## src/scs_pkg.sv

```systemverilog
// shared constants and types for the streaming configuration host
// assumes a 50 MHz system clock; all pin timing is derived from it
package scs_pkg;

    // system clock period in ns
    localparam int CLK_PERIOD_NS  = 20;
    // ceiling on the data clock the host may drive, in MHz
    localparam int DCLK_MAX_MHZ   = 125;
    // least data clock divider that keeps under that ceiling, never below 2
    localparam int DCLK_MIN_DIV   =
        (1000 + DCLK_MAX_MHZ * CLK_PERIOD_NS - 1) /
        (DCLK_MAX_MHZ * CLK_PERIOD_NS) < 2 ? 2 :
        (1000 + DCLK_MAX_MHZ * CLK_PERIOD_NS - 1) /
        (DCLK_MAX_MHZ * CLK_PERIOD_NS);
    // default divider: 4 system clocks give an 80 ns data clock
    localparam int DCLK_DIV_DEF   = 4;
    // width of the divider counter
    localparam int DIV_W          = 4;

    // length of each phase of the reset pin sequence, in ns
    localparam int NCFG_PHASE_NS  = 1000;
    // the same as a least count, rounded up
    localparam int NCFG_PHASE_CYC =
        (NCFG_PHASE_NS + CLK_PERIOD_NS - 1) / CLK_PERIOD_NS;
    // default wait for the status pin to rise, in cycles (2 ms)
    localparam int STATUS_WAIT_DEF = 100000;
    // width of the phase timer
    localparam int TMR_W          = 17;

    // words the device tolerates after it drops ready
    localparam int MAX_OVERRUN    = 6;

    // scheme select patterns driven toward the mode pins
    localparam logic [2:0] SCHEME_X32 = 3'h0;
    localparam logic [2:0] SCHEME_X16 = 3'h5;
    localparam logic [2:0] SCHEME_X8  = 3'h6;

    // byte lane enables per width
    localparam logic [3:0] LANES_X32  = 4'hf;
    localparam logic [3:0] LANES_X16  = 4'h3;
    localparam logic [3:0] LANES_X8   = 4'h1;

    // index of the last byte in a word per width
    localparam logic [1:0] LAST_X32   = 2'h3;
    localparam logic [1:0] LAST_X16   = 2'h1;
    localparam logic [1:0] LAST_X8    = 2'h0;

    // user-side width selection
    typedef enum logic [1:0] {
        SCS_W32,
        SCS_W16,
        SCS_W8
    } scs_width_e;

    // controller sequence
    typedef enum logic [2:0] {
        ST_IDLE,
        ST_PRE_HIGH,
        ST_PULSE_LOW,
        ST_WAIT_STATUS,
        ST_STREAM,
        ST_DONE,
        ST_FAIL
    } scs_state_e;

endpackage

```

## src/scs_sync.sv

```systemverilog
// two-flop synchroniser for a group of independent level inputs
// assumes each bit is a slow level; no bus coherence across bits
`timescale 1ns/10ps
`default_nettype none
module scs_sync #(
    parameter int W = 1
) (
    input  wire logic         clk,
    input  wire logic         rst_n,
    input  wire logic [W-1:0] d,
    output logic      [W-1:0] q
);
    // stage1 feeds stage2 only, nothing else looks at it
    typedef struct packed {
        logic [W-1:0] stage1;  // first catch, may be metastable
        logic [W-1:0] stage2;  // settled copy
    } scs_sync_s;

    scs_sync_s sync_ff;
    scs_sync_s nxt_sync;

    // shift the pin through both stages
    always_comb begin
        nxt_sync        = sync_ff;
        nxt_sync.stage1 = d;
        nxt_sync.stage2 = sync_ff.stage1;
    end

    // synchronous reset to zero
    always_ff @(posedge clk) begin
        if (!rst_n) begin
            sync_ff <= '0;
        end else begin
            sync_ff <= nxt_sync;
        end
    end

    assign q = sync_ff.stage2;
endmodule // scs_sync
`default_nettype wire

```

## src/scs_fifo.sv

```systemverilog
// small fifo with a registered read stage and a registered ready
// assumes DEPTH is a power of two; both sides on one clock
`timescale 1ns/10ps
`default_nettype none
module scs_fifo #(
    parameter int W     = 8,
    parameter int DEPTH = 8
) (
    input  wire logic         clk,
    input  wire logic         rst_n,
    input  wire logic [W-1:0] in_data,
    input  wire logic         in_valid,
    output logic              in_ready,
    output logic      [W-1:0] out_data,
    output logic              out_valid,
    input  wire logic         out_ready
);
    localparam int PW = $clog2(DEPTH);
    localparam int CW = $clog2(DEPTH + 1);

    typedef struct packed {
        logic [DEPTH-1:0][W-1:0] mem;  // storage
        logic [PW-1:0]           wp;   // write pointer
        logic [PW-1:0]           rp;   // read pointer
        logic [CW-1:0]           cnt;  // words held in storage
        logic                    rdy;  // room for one more
        logic [W-1:0]            od;   // registered read data
        logic                    ov;   // read stage holds a word
    } scs_fifo_s;

    scs_fifo_s fifo_ff;
    scs_fifo_s nxt_fifo;

    // push, refill the read stage, and track occupancy
    always_comb begin
        logic push;
        logic pop;
        push     = 1'b0;
        pop      = 1'b0;
        nxt_fifo = fifo_ff;
        push     = in_valid && fifo_ff.rdy;
        // refill the read stage when empty or being drained
        pop      = (fifo_ff.cnt != '0) && (!fifo_ff.ov || out_ready);
        if (fifo_ff.ov && out_ready) begin
            nxt_fifo.ov = 1'b0;
        end
        if (pop) begin
            nxt_fifo.od = fifo_ff.mem[fifo_ff.rp];
            nxt_fifo.ov = 1'b1;
            nxt_fifo.rp = fifo_ff.rp + 1'b1;
        end
        if (push) begin
            nxt_fifo.mem[fifo_ff.wp] = in_data;
            nxt_fifo.wp              = fifo_ff.wp + 1'b1;
        end
        unique case ({push, pop})
            2'b10:   nxt_fifo.cnt = fifo_ff.cnt + 1'b1;
            2'b01:   nxt_fifo.cnt = fifo_ff.cnt - 1'b1;
            default: nxt_fifo.cnt = fifo_ff.cnt;
        endcase
        // registered ready so the source sees a clean level
        nxt_fifo.rdy = (nxt_fifo.cnt != CW'(DEPTH));
    end

    always_ff @(posedge clk) begin
        if (!rst_n) begin
            fifo_ff     <= '0;
            fifo_ff.rdy <= 1'b1;
        end else begin
            fifo_ff <= nxt_fifo;
        end
    end

    assign in_ready  = fifo_ff.rdy;
    assign out_data  = fifo_ff.od;
    assign out_valid = fifo_ff.ov;
endmodule // scs_fifo
`default_nettype wire

```

## src/scs_host.sv

```systemverilog
// host controller that loads a configuration bitstream into the device
// over its streaming port; bytes arrive from the user side, are packed
// little-endian into words and pushed out on a divided data clock.
// assumes the device pins are asynchronous to clk; no register bus.
`timescale 1ns/10ps
`default_nettype none
module scs_host #(
    parameter int DCLK_DIV     = scs_pkg::DCLK_DIV_DEF,
    parameter int STATUS_WAIT  = scs_pkg::STATUS_WAIT_DEF,
    parameter int FIFO_DEPTH   = 8
) (
    input  wire logic        clk,
    input  wire logic        rst_n,
    // user side
    input  wire logic        start,
    input  wire logic [1:0]  width_sel,
    input  wire logic [7:0]  usr_byte,
    input  wire logic        usr_valid,
    output logic             usr_ready,
    output logic             busy,
    output logic             done,
    output logic             fail,
    // device pins
    output logic             cfg_nconfig,
    input  wire logic        cfg_nstatus,
    input  wire logic        cfg_conf_done,
    input  wire logic        cfg_ready,
    output logic             cfg_data_clk,
    output logic      [31:0] cfg_data,
    output logic      [3:0]  cfg_lane_oe,
    output logic             cfg_word_valid,
    output logic      [2:0]  scheme_select
);
    // divider must not drive the data clock above its ceiling
    localparam int DIV_USE  = DCLK_DIV < scs_pkg::DCLK_MIN_DIV ?
                              scs_pkg::DCLK_MIN_DIV : DCLK_DIV;
    localparam int DIV_HALF = DIV_USE / 2;

    localparam logic [scs_pkg::DIV_W-1:0] DIV_LAST =
        scs_pkg::DIV_W'(DIV_USE - 1);
    localparam logic [scs_pkg::DIV_W-1:0] DIV_HI   =
        scs_pkg::DIV_W'(DIV_HALF);
    localparam logic [scs_pkg::TMR_W-1:0] PHASE_CYC =
        scs_pkg::TMR_W'(scs_pkg::NCFG_PHASE_CYC);
    localparam logic [scs_pkg::TMR_W-1:0] WAIT_CYC  =
        scs_pkg::TMR_W'(STATUS_WAIT);

    // whole controller state in one record
    typedef struct packed {
        scs_pkg::scs_state_e       st;      // sequence state
        logic [scs_pkg::TMR_W-1:0] tmr;     // phase timer, counts down
        logic [scs_pkg::DIV_W-1:0] div;     // data clock divider
        logic                      dclk;    // data clock pin
        logic                      ncfg;    // reset pin, active low
        logic [2:0]                scheme;  // mode pattern on the pins
        logic [1:0]                last;    // index of final byte
        logic [3:0]                oe;      // byte lane enables
        logic [31:0]               data;    // data bus toward device
        logic                      valid;   // word strobe
        logic [31:0]               pack;    // word being assembled
        logic [1:0]                nb;      // next byte lane
        logic                      full;    // packed word ready to go
        logic                      busy;    // sequence running
        logic                      done;    // loaded, sticky
        logic                      fail;    // error, sticky
    } scs_host_s;

    scs_host_s host_ff;
    scs_host_s nxt_host;

    // synchronised pins: ready, status, done
    logic [2:0] pin_sync;
    logic       ready_sync_stage2;  // settled ready
    logic       nstatus_s;          // settled status, active low pin
    logic       conf_done_s;        // settled completion flag

    // fifo read side
    logic [7:0] fifo_byte;
    logic       fifo_valid;
    logic       fifo_pop_ok;

    // ready is asynchronous to everything here, so it is only ever read
    // after two flops; status and done share the same synchroniser
    scs_sync #(
        .W (3)
    ) u_sync (
        .clk   (clk),
        .rst_n (rst_n),
        .d     ({cfg_ready, cfg_nstatus, cfg_conf_done}),
        .q     (pin_sync)
    );

    assign ready_sync_stage2 = pin_sync[2];
    assign nstatus_s         = pin_sync[1];
    assign conf_done_s       = pin_sync[0];

    // byte buffer between the user side and the packer; its ready is
    // the user's back-pressure, so a stalled device fills it for real
    scs_fifo #(
        .W     (8),
        .DEPTH (FIFO_DEPTH)
    ) u_fifo (
        .clk       (clk),
        .rst_n     (rst_n),
        .in_data   (usr_byte),
        .in_valid  (usr_valid),
        .in_ready  (usr_ready),
        .out_data  (fifo_byte),
        .out_valid (fifo_valid),
        .out_ready (fifo_pop_ok)
    );

    // the packer takes a byte only while streaming and not holding a word
    assign fifo_pop_ok = (host_ff.st == scs_pkg::ST_STREAM) &&
                         !host_ff.full;

    // sequence, divider, packer and launcher
    always_comb begin
        logic tick;
        logic ready_ok;
        tick     = 1'b0;
        ready_ok = 1'b0;
        nxt_host = host_ff;

        // free-running divider while configuring; the word changes at
        // the falling edge so it is steady around the rising edge
        if (host_ff.busy) begin
            tick          = (host_ff.div == DIV_LAST);
            nxt_host.div  = tick ? '0 : host_ff.div + 1'b1;
            nxt_host.dclk = (nxt_host.div >= DIV_HI);
        end else begin
            // clock parked once done or idle, allowed after completion
            nxt_host.div  = '0;
            nxt_host.dclk = 1'b0;
        end

        // ready only counts while status is high
        ready_ok = ready_sync_stage2 && nstatus_s;

        unique case (host_ff.st)
            scs_pkg::ST_IDLE,
            scs_pkg::ST_DONE,
            scs_pkg::ST_FAIL: begin
                nxt_host.ncfg  = 1'b1;
                nxt_host.valid = 1'b0;
                nxt_host.oe    = '0;
                if (start) begin
                    // latch width and begin the reset pin sequence high
                    nxt_host.st   = scs_pkg::ST_PRE_HIGH;
                    nxt_host.tmr  = PHASE_CYC;
                    nxt_host.busy = 1'b1;
                    nxt_host.done = 1'b0;
                    nxt_host.fail = 1'b0;
                    nxt_host.full = 1'b0;
                    nxt_host.nb   = '0;
                    nxt_host.pack = '0;
                    nxt_host.data = '0;
                    unique case (width_sel)
                        scs_pkg::SCS_W16: begin
                            nxt_host.scheme = scs_pkg::SCHEME_X16;
                            nxt_host.last   = scs_pkg::LAST_X16;
                            nxt_host.oe     = scs_pkg::LANES_X16;
                        end
                        scs_pkg::SCS_W8: begin
                            nxt_host.scheme = scs_pkg::SCHEME_X8;
                            nxt_host.last   = scs_pkg::LAST_X8;
                            nxt_host.oe     = scs_pkg::LANES_X8;
                        end
                        default: begin
                            // code 3 is unused and falls back to x32
                            nxt_host.scheme = scs_pkg::SCHEME_X32;
                            nxt_host.last   = scs_pkg::LAST_X32;
                            nxt_host.oe     = scs_pkg::LANES_X32;
                        end
                    endcase
                end
            end

            scs_pkg::ST_PRE_HIGH: begin
                // hold the reset pin high for one phase
                nxt_host.ncfg = 1'b1;
                if (host_ff.tmr == '0) begin
                    nxt_host.st   = scs_pkg::ST_PULSE_LOW;
                    nxt_host.tmr  = PHASE_CYC;
                    nxt_host.ncfg = 1'b0;
                end else begin
                    nxt_host.tmr = host_ff.tmr - 1'b1;
                end
            end

            scs_pkg::ST_PULSE_LOW: begin
                // low phase clears the device, then release high
                if (host_ff.tmr == '0) begin
                    nxt_host.st   = scs_pkg::ST_WAIT_STATUS;
                    nxt_host.tmr  = WAIT_CYC;
                    nxt_host.ncfg = 1'b1;
                end else begin
                    nxt_host.tmr = host_ff.tmr - 1'b1;
                end
            end

            scs_pkg::ST_WAIT_STATUS: begin
                // the device must raise status before ready means anything
                if (nstatus_s) begin
                    nxt_host.st = scs_pkg::ST_STREAM;
                end else if (host_ff.tmr == '0) begin
                    nxt_host.st   = scs_pkg::ST_FAIL;
                    nxt_host.fail = 1'b1;
                    nxt_host.busy = 1'b0;
                    nxt_host.oe   = '0;
                end else begin
                    nxt_host.tmr = host_ff.tmr - 1'b1;
                end
            end

            scs_pkg::ST_STREAM: begin
                // take one byte into its little-endian lane
                if (fifo_valid && !host_ff.full) begin
                    nxt_host.pack[{host_ff.nb, 3'h0} +: 8] =
                        fifo_byte;
                    if (host_ff.nb == host_ff.last) begin
                        nxt_host.full = 1'b1;
                        nxt_host.nb   = '0;
                    end else begin
                        nxt_host.nb = host_ff.nb + 1'b1;
                    end
                end
                // launch at the falling edge: a whole word and a seen
                // ready; the decision is remade every data clock, so at
                // most about two words go out after ready falls
                if (tick) begin
                    if (host_ff.full && ready_ok) begin
                        nxt_host.data  = host_ff.pack;
                        nxt_host.valid = 1'b1;
                        nxt_host.full  = 1'b0;
                        nxt_host.pack  = '0;
                    end else begin
                        nxt_host.valid = 1'b0;
                    end
                end
                // completion or a status drop ends the stream
                if (conf_done_s) begin
                    nxt_host.st    = scs_pkg::ST_DONE;
                    nxt_host.done  = 1'b1;
                    nxt_host.busy  = 1'b0;
                    nxt_host.valid = 1'b0;
                    nxt_host.oe    = '0;
                end else if (!nstatus_s) begin
                    nxt_host.st    = scs_pkg::ST_FAIL;
                    nxt_host.fail  = 1'b1;
                    nxt_host.busy  = 1'b0;
                    nxt_host.valid = 1'b0;
                    nxt_host.oe    = '0;
                end
            end

            default: begin
                // illegal code: park safely
                nxt_host.st   = scs_pkg::ST_IDLE;
                nxt_host.busy = 1'b0;
            end
        endcase
        // park the clock in the very cycle busy drops
        if (!nxt_host.busy) begin
            nxt_host.dclk = 1'b0;
        end
    end

    // state register, synchronous reset; reset pin idles high
    always_ff @(posedge clk) begin
        if (!rst_n) begin
            host_ff        <= '0;
            host_ff.st     <= scs_pkg::ST_IDLE;
            host_ff.ncfg   <= 1'b1;
            host_ff.scheme <= scs_pkg::SCHEME_X32;
            host_ff.last   <= scs_pkg::LAST_X32;
        end else begin
            host_ff <= nxt_host;
        end
    end

    // every output except usr_ready straight from the state record
    assign cfg_nconfig    = host_ff.ncfg;
    assign cfg_data_clk   = host_ff.dclk;
    assign cfg_data       = host_ff.data;
    assign cfg_lane_oe    = host_ff.oe;
    assign cfg_word_valid = host_ff.valid;
    assign scheme_select  = host_ff.scheme;
    assign busy           = host_ff.busy;
    assign done           = host_ff.done;
    assign fail           = host_ff.fail;
endmodule // scs_host
`default_nettype wire

```

## config.mk

```make
export PLATFORM = sky130hd
export DESIGN_NAME = scs_host
export DESIGN_NICKNAME = d
export VERILOG_FILES = /design/src/scs_pkg.sv /design/src/scs_sync.sv /design/src/scs_fifo.sv /design/src/scs_host.sv
export SDC_FILE = /design/constraint.sdc
export NUM_CORES = 1
export LEC_CHECK = 0
export BUFFER_PORTS_ARGS = -buffer_cell sky130_fd_sc_hd__buf_2
export CAP_MARGIN = 30
export CORE_UTILIZATION = 50
export DETAILED_ROUTE_END_ITERATION = 10
export PLACE_DENSITY_LB_ADDON = 0.05
export SETUP_SLACK_MARGIN = 0.05
export SLEW_MARGIN = 20
export SYNTH_ARGS = -nofsm -noshare
export SYNTH_HDL_FRONTEND = slang
export SYNTH_HIERARCHICAL = 1
export SYNTH_SLANG_ARGS = --single-unit
```

## constraint.sdc

```tcl
create_clock -name clk -period 7.3 [get_ports clk]
set_clock_uncertainty 0.2 [all_clocks]
set_input_delay 0 -clock clk [delete_from_list [all_inputs] [get_ports clk]]
set_output_delay 0 -clock clk [all_outputs]
set_load 0.005 [all_outputs]
```

==> results.json, run 1 <==
{
  "status": "finished clean",
  "power_w": 0.00345,
  "crit_slowest_cell": "dfxtp_1",
  "die_area_sq_um": 19000,
  "ys.flop_type": "dfxtp_1",
  "yosysSeqAreaShare_pct": 42.4,
  "reg2reg_to": "u_fifo/in_ready$_SDFF_PN1_",
  "synth-edff-count": 0,
  "vias": 6616,
  "max_stage_delay_ns": 0.78,
  "start_kind": "flop",
  "critPathBufInv": 0,
  "cp_top_family": "simple AND/OR/NAND/NOR gates",
  "wire_per_inst_um": 17.2,
  "io_pins": 63,
  "rsz0062_at_grt": "false",
  "ys_seq_elements": 195,
  "async_flop_share_pct": 0,
  "antennaDiodeCount": 0,
  "place_inst": 1115,
  "cts_sinks": 195,
  "grt_usage_pct": 21.9,
  "fin_ws_ns": 3.20,
  "core_sq_um": 18000,
  "synth_top_cells_by_area": "dfxtp_1, mux2i_1, nor2b_1",
  "cts_tree": "yes",
  "synth_top_area_share_pct": 42.4,
  "critPathArrivalTime_ns": 4.22,
  "yosysWarnings": 6,
  "min-delay-start": "cfg_ready",
  "row_count": 49,
  "initial_core_util_pct": 51.1,
  "path_depth": 9,
  "most-common-layout-cells": "dfxtp_1, mux2i_1, nor2b_1",
  "gr-total-overflow": 0,
  "synth_nets": 960,
  "clkTransAtPathRegs_ns": 0.07,
  "hold_path_class": "in -> reg",
  "drv_slew": 0,
  "fmax_ghz": 0.244,
  "setup_viol": 0,
  "cts-root-buf": "clkbuf_16",
  "min_period_ns": 4.10,
  "syn_area_sq_um": 9210,
  "cts_resized": 0,
  "grt_pass1_wl_um": 32300,
  "preCtsSetupSlack_ns": 2.91,
  "setup_tns_ns": 0,
  "final_common_cell": "dfxtp_1",
  "synthToLayoutAreaGrowth_pct": 8.65,
  "path_cells": "or3b_2 > nor2_1 > and2b_1 > nor2_2 > ha_1 > nor3b_1 > nand4b_1 > and3_1 > a211o_1",
  "cts_htree_levels": 4,
  "syn_avg_cell_area_sq_um": 9.94,
  "reg2reg_depth": 9,
  "final_cells": 1167,
  "hpwl_um": 13700,
  "antenna_found_initial": 0,
  "required_ns": 7.42,
  "drv_cap": 0,
  "first_global_vias": 6372,
  "cp_max_fo": 22,
  "drive_above_1_share_pct": 16.1,
  "dieHeight_um": 138,
  "drtPass1Iterations": 6,
  "p_per_area_nw_per_um2": 345,
  "dieWidth_um": 138,
  "cts_buffers": 17,
  "worst-slew-pin-transition_ns": 0.866,
  "peakVddDrop_v": 0.000198,
  "port_buffers": 62,
  "drt-vias-per-instance": 5.67,
  "drcViolationCount": 0,
  "worstSetupPathType": "reg -> reg",
  "yosysUniqueCellTypes": 74,
  "routed_wl_um": 20100,
  "holdPathEnd": "u_sync/nxt_sync[2]$_SDFF_PN0_",
  "layout.nets": 958,
  "hold_viol": 0,
  "drt_iter0_drc": 416,
  "worst_hold_path.num_cells": 3,
  "insertion_delay_ns": 0.44,
  "crit_path_end_kind": "flop",
  "gp_congestion": 0.850,
  "leakagePower_nw": 3.71,
  "max-clock-path-buffers": 2,
  "timing.hold.ws_ns": 0.117,
  "rrSetupSlack_ns": 3.20,
  "fin_crit_sh_pct": 56.2,
  "synth_top_area_cell": "dfxtp_1",
  "drtAntennaViolNets": 0,
  "synth_cells": 927,
  "grt_max_degree": 95,
  "slew_headroom_pct": 42.2,
  "crit-reg2reg-launch": "host_ff[105]$_SDFFE_PN0P_"
}
[metrics by stage]
step                util (%)  area [sq um]
CTS                     55.3          9970
finish                  55.5         10000
detailed placement      51.0          9190
global route            55.5         10000
global placement        50.8          9160
floorplan                  -          9210
[sequential cells by signal (all words and copies together) (netlist names), 3 cells and up]
| register | flops |
|---|---|
| u_sync/q | 3 |
| cfg_lane_oe | 3 |
| u_fifo/out_data | 8 |
| u_fifo/fifo_ff | 74 |
| u_sync/nxt_sync | 3 |
| host_ff | 61 |
| scheme_select | 3 |
| cfg_data | 32 |
[power breakdown]
group | leakage (nW) | switching [W] | internal [W] | total [W]
Sequential | 1.58 | 0.000185 | 0.00118 | 0.00136
Clock | 0.292 | 0.000445 | 0.000498 | 0.000943
Combinational | 1.84 | 0.000682 | 0.000463 | 0.00115
Total | 3.71 | 0.00131 | 0.00214 | 0.00345
[worst max-delay path by stage]
| stage | start | end | slack, ns |
|---|---|---|---|
| 5_1_grt | host_ff[105]$_SDFFE_PN0P_ | u_fifo/in_ready$_SDFF_PN1_ | 2.92 |
| 3_5_place_dp | host_ff[105]$_SDFFE_PN0P_ | u_fifo/in_ready$_SDFF_PN1_ | 2.91 |
| 4_1_cts | host_ff[105]$_SDFFE_PN0P_ | u_fifo/in_ready$_SDFF_PN1_ | 2.88 |
| 2_1_floorplan | host_ff[103]$_SDFFE_PN0P_ | u_fifo/in_ready$_SDFF_PN1_ | 3.83 |
| 6_report | host_ff[105]$_SDFFE_PN0P_ | u_fifo/in_ready$_SDFF_PN1_ | 3.20 |
| 3_3_place_gp | host_ff[105]$_SDFFE_PN0P_ | u_fifo/in_ready$_SDFF_PN1_ | 3.13 |
[routing by layer]
layer	vias up	global-route usage, %	share of wire, %
met5	-	0	0
met4	0	8.15	1.8
met3	30	4.75	3.2
met2	121	36.2	48
met1	3169	28.1	47
li1	3296	-	-
[worst min-delay path: cells and delay by family]
kind / cells / cell delay [ns]
buf+inv: 2 / 0.61
simple gates: 1 / 0.10
[cells in the mapped netlist (all sizes together), types with 13 or more instances]
library cell,instances
a22o,49
and2,17
nor2,40
nor2b,69
dfxtp,195
nand2,41
clkbuf,32
buf,79
ha,15
mux4,16
inv,18
mux2i,77
nand4,17
o21ai,49
a21oi,53
nand3,13
nor3,16
[kinds of logic after synthesis]
group | share of synthesized area (%)
adder cells (fa/ha/maj) | 2.26
AND/OR/NAND/NOR | 18.1
AO/OA/AOI/OAI | 15.5
XOR/XNOR | 1.14
multiplexers | 12.3
flip-flops | 42.4
buffers and inverters | 8.33
[repair_timing]
action                                 4_1_cts  5_1_grt
endpoints found under the hold margin       88        0
buffers inserted                             0        0
hold buffers                                18        0
[area by class of cell]
| class | count | area (sq um) |
|---|---|---|
| repair buffers | 90 | 594 |
| multi-input cells | 603 | 4550 |
| inverters | 18 | 75.1 |
| well taps | 229 | 287 |
| fillers | 1632 | 8020 |
| flip-flops and latches | 195 | 3900 |
| clock buffers | 18 | 439 |
| clock inverters | 14 | 160 |
No activity file was read; power rests on OpenSTA's default activity.
==> run 2: changes to the inputs <==
ABC_AREA = 1   (was default)
clock period = 3.4 ns   (was 7.3 ns; I/O delays follow)
==> results.json, run 2 <==
{
  "crit_path_end_kind": "flop",
  "die_area_sq_um": 18700,
  "routed_wl_um": 21200,
  "ys_seq_elements": 195,
  "setup_viol": 0,
  "utilization_pct": 56.6,
  "grt_usage_pct": 23.6,
  "holdPathEnd": "u_sync/nxt_sync[1]$_SDFF_PN0_",
  "cts_resized": 0,
  "antennaDiodeCount": 0,
  "cts-root-buf": "clkbuf_16",
  "synth_nets": 1284,
  "cts_sinks": 195,
  "dieHeight_um": 137,
  "min_period_ns": 2.71,
  "io_pins": 63,
  "ys.flop_type": "dfxtp_1",
  "row_count": 48,
  "cts_hold_buf": 19,
  "initial_core_util_pct": 51.9,
  "synth_top_area_share_pct": 43.0,
  "leakagePower_nw": 4.21,
  "synth-edff-count": 0,
  "reg2reg_to": "cfg_data[17]$_SDFFE_PN0P_",
  "p_per_area_nw_per_um2": 781,
  "cts_buffers": 17,
  "synth_cells": 1251,
  "yosysUniqueCellTypes": 42,
  "min-delay-start": "cfg_nstatus",
  "grt_pass1_wl_um": 34700,
  "synth_top_cells_by_area": "dfxtp_1, nor2_1, o21ai_0",
  "first_global_vias": 7122,
  "layout.nets": 1295,
  "status": "finished clean",
  "synth_commonest_cells": "nor2_1, dfxtp_1, nand2_1",
  "hpwl_um": 14500,
  "fmax_ghz": 0.369,
  "grt_max_degree": 96,
  "gp_congestion": 0.844,
  "final_common_cell": "nor2_1",
  "rrSetupSlack_ns": 0.69,
  "syn_avg_cell_area_sq_um": 7.25,
  "synth_top_area_cell": "dfxtp_1",
  "drcViolationCount": 0,
  "worst-slew-pin-transition_ns": 0.864,
  "synth_most_common_cell": "nor2_1",
  "rsz0062_at_grt": "false",
  "drt-vias-per-instance": 5.14,
  "drt_iter0_drc": 548,
  "fin_crit_sh_pct": 79.8,
  "clkTransAtPathRegs_ns": 0.07,
  "most-common-layout-cells": "nor2_1, dfxtp_1, nand2_1",
  "reg2reg_depth": 9,
  "drive_above_1_share_pct": 11.8,
  "fin_area_sq_um": 9890,
  "critPathArrivalTime_ns": 2.79,
  "synthToLayoutAreaGrowth_pct": 9.08,
  "required_ns": 3.48,
  "antenna_found_initial": 0,
  "setup_tns_ns": 0,
  "slew_headroom_pct": 42.3,
  "max-clock-path-buffers": 2,
  "async_flop_share_pct": 0,
  "yosysSeqAreaShare_pct": 43.0,
  "vias": 7716,
  "hold_path_class": "in -> reg",
  "cts_setup_buffers": 0,
  "largest_reg_flops": 74,
  "wire_per_inst_um": 14.1,
  "drv_cap": 0,
  "power_w": 0.00773,
  "port_buffers": 62,
  "start_kind": "flop",
  "worst_hold_path.num_cells": 4,
  "drtAntennaViolNets": 0,
  "placed_area_sq_um": 9120,
  "top_register": "u_fifo/fifo_ff",
  "drv_slew": 0,
  "cp_max_fo": 49,
  "dieWidth_um": 137,
  "insertion_delay_ns": 0.44,
  "syn_area_sq_um": 9070,
  "crit-reg2reg-launch": "host_ff[82]$_SDFF_PN0_",
  "peakVddDrop_v": 0.000520,
  "yosysWarnings": 6,
  "cts_tree": "yes",
  "gr-total-overflow": 0,
  "drtPass1Iterations": 6,
  "cts_htree_levels": 4,
  "core_sq_um": 17500,
  "hold_viol": 0,
  "worstSetupPathType": "reg -> reg"
}
## run 2: changes by cell type in the layout (fill, tap and decap cells not counted), sizes merged, moves of 12 or more
cell and change:
nor2 +200, o31ai -12, a22o -49, o21ai +128, o22ai +13, mux4 -16
and2 -16, inv +110, nand2 +149, nand3 +53, nor2b -69, mux2i -77
## run 2: how the worst max path moves through the flow
| stage | startpoint | end | cells after the start |
|---|---|---|---|
| after global routing | host_ff[103]$_SDFFE_PN0P_ | u_fifo/in_ready$_SDFF_PN1_ | 12 |
| after detailed placement | host_ff[82]$_SDFF_PN0_ | host_ff[23]$_SDFFE_PN0P_ | 9 |
| final | host_ff[82]$_SDFF_PN0_ | cfg_data[17]$_SDFFE_PN0P_ | 9 |
| after CTS | host_ff[82]$_SDFF_PN0_ | cfg_data[17]$_SDFFE_PN0P_ | 9 |
| after floorplan | host_ff[103]$_SDFFE_PN0P_ | u_fifo/in_ready$_SDFF_PN1_ | 13 |
| after global placement | host_ff[103]$_SDFFE_PN0P_ | u_fifo/in_ready$_SDFF_PN1_ | 12 |
## run 2: logic make-up after synthesis
| group | count (synthesis) | share of synthesized area (%) |
|---|---|---|
| compound gates | 292 | 17.3 |
| fa+ha+maj | 16 | 2.29 |
| simple gates | 519 | 25.0 |
| xor+xnor | 5 | 0.483 |
| flops | 195 | 43.0 |
| buf+inv | 224 | 11.8 |
## run 2: metal layers
layer | GRT usage (%) | share of wire [%]
met4 | 7.59 | 1.5
met5 | 0 | 0
met1 | 29.0 | 46
met3 | 4.07 | 2.6
met2 | 41.5 | 50
## run 2: critical path: stages (launching register included)
cell and delay [ns]:
dfxtp_1 0.37, ha_1 0.23, nand4_1 0.21, nor2_1 0.27, nor2_1 0.10, nand2_1 0.06, buf_4 0.23, nand2_2 0.52
nand2_1 0.22, o21ai_0 0.11
## run 2: final cells by class
| type | count | area [sq um] |
|---|---|---|
| clock buffer | 19 | 443 |
| clock inverter | 13 | 139 |
| multi-input combinational | 832 | 4100 |
| fill | 1688 | 7580 |
| tap | 225 | 282 |
| timing repair buffer | 87 | 546 |
| sequential | 195 | 3900 |
| inverter | 129 | 484 |
## run 2: where the power goes
part	switching, W	internal [W]	leakage [nW]
clock	0.000931	0.00106	0.283
combinational	0.00192	0.000933	2.35
sequential	0.000303	0.00258	1.58
## run 2: stage by stage
stage / std cells / hold slack [ns] / setup slack (ns)
after CTS: 1500 / 0.0798 / 0.665
after detailed placement: 1449 / 0.00157 / 0.708
after global routing: 1500 / 0.0888 / 0.409
final: 1500 / 0.0909 / 0.688
after floorplan: 1251 / -0.107 / 1.19
after global placement: 1449 / -0.00385 / 0.775
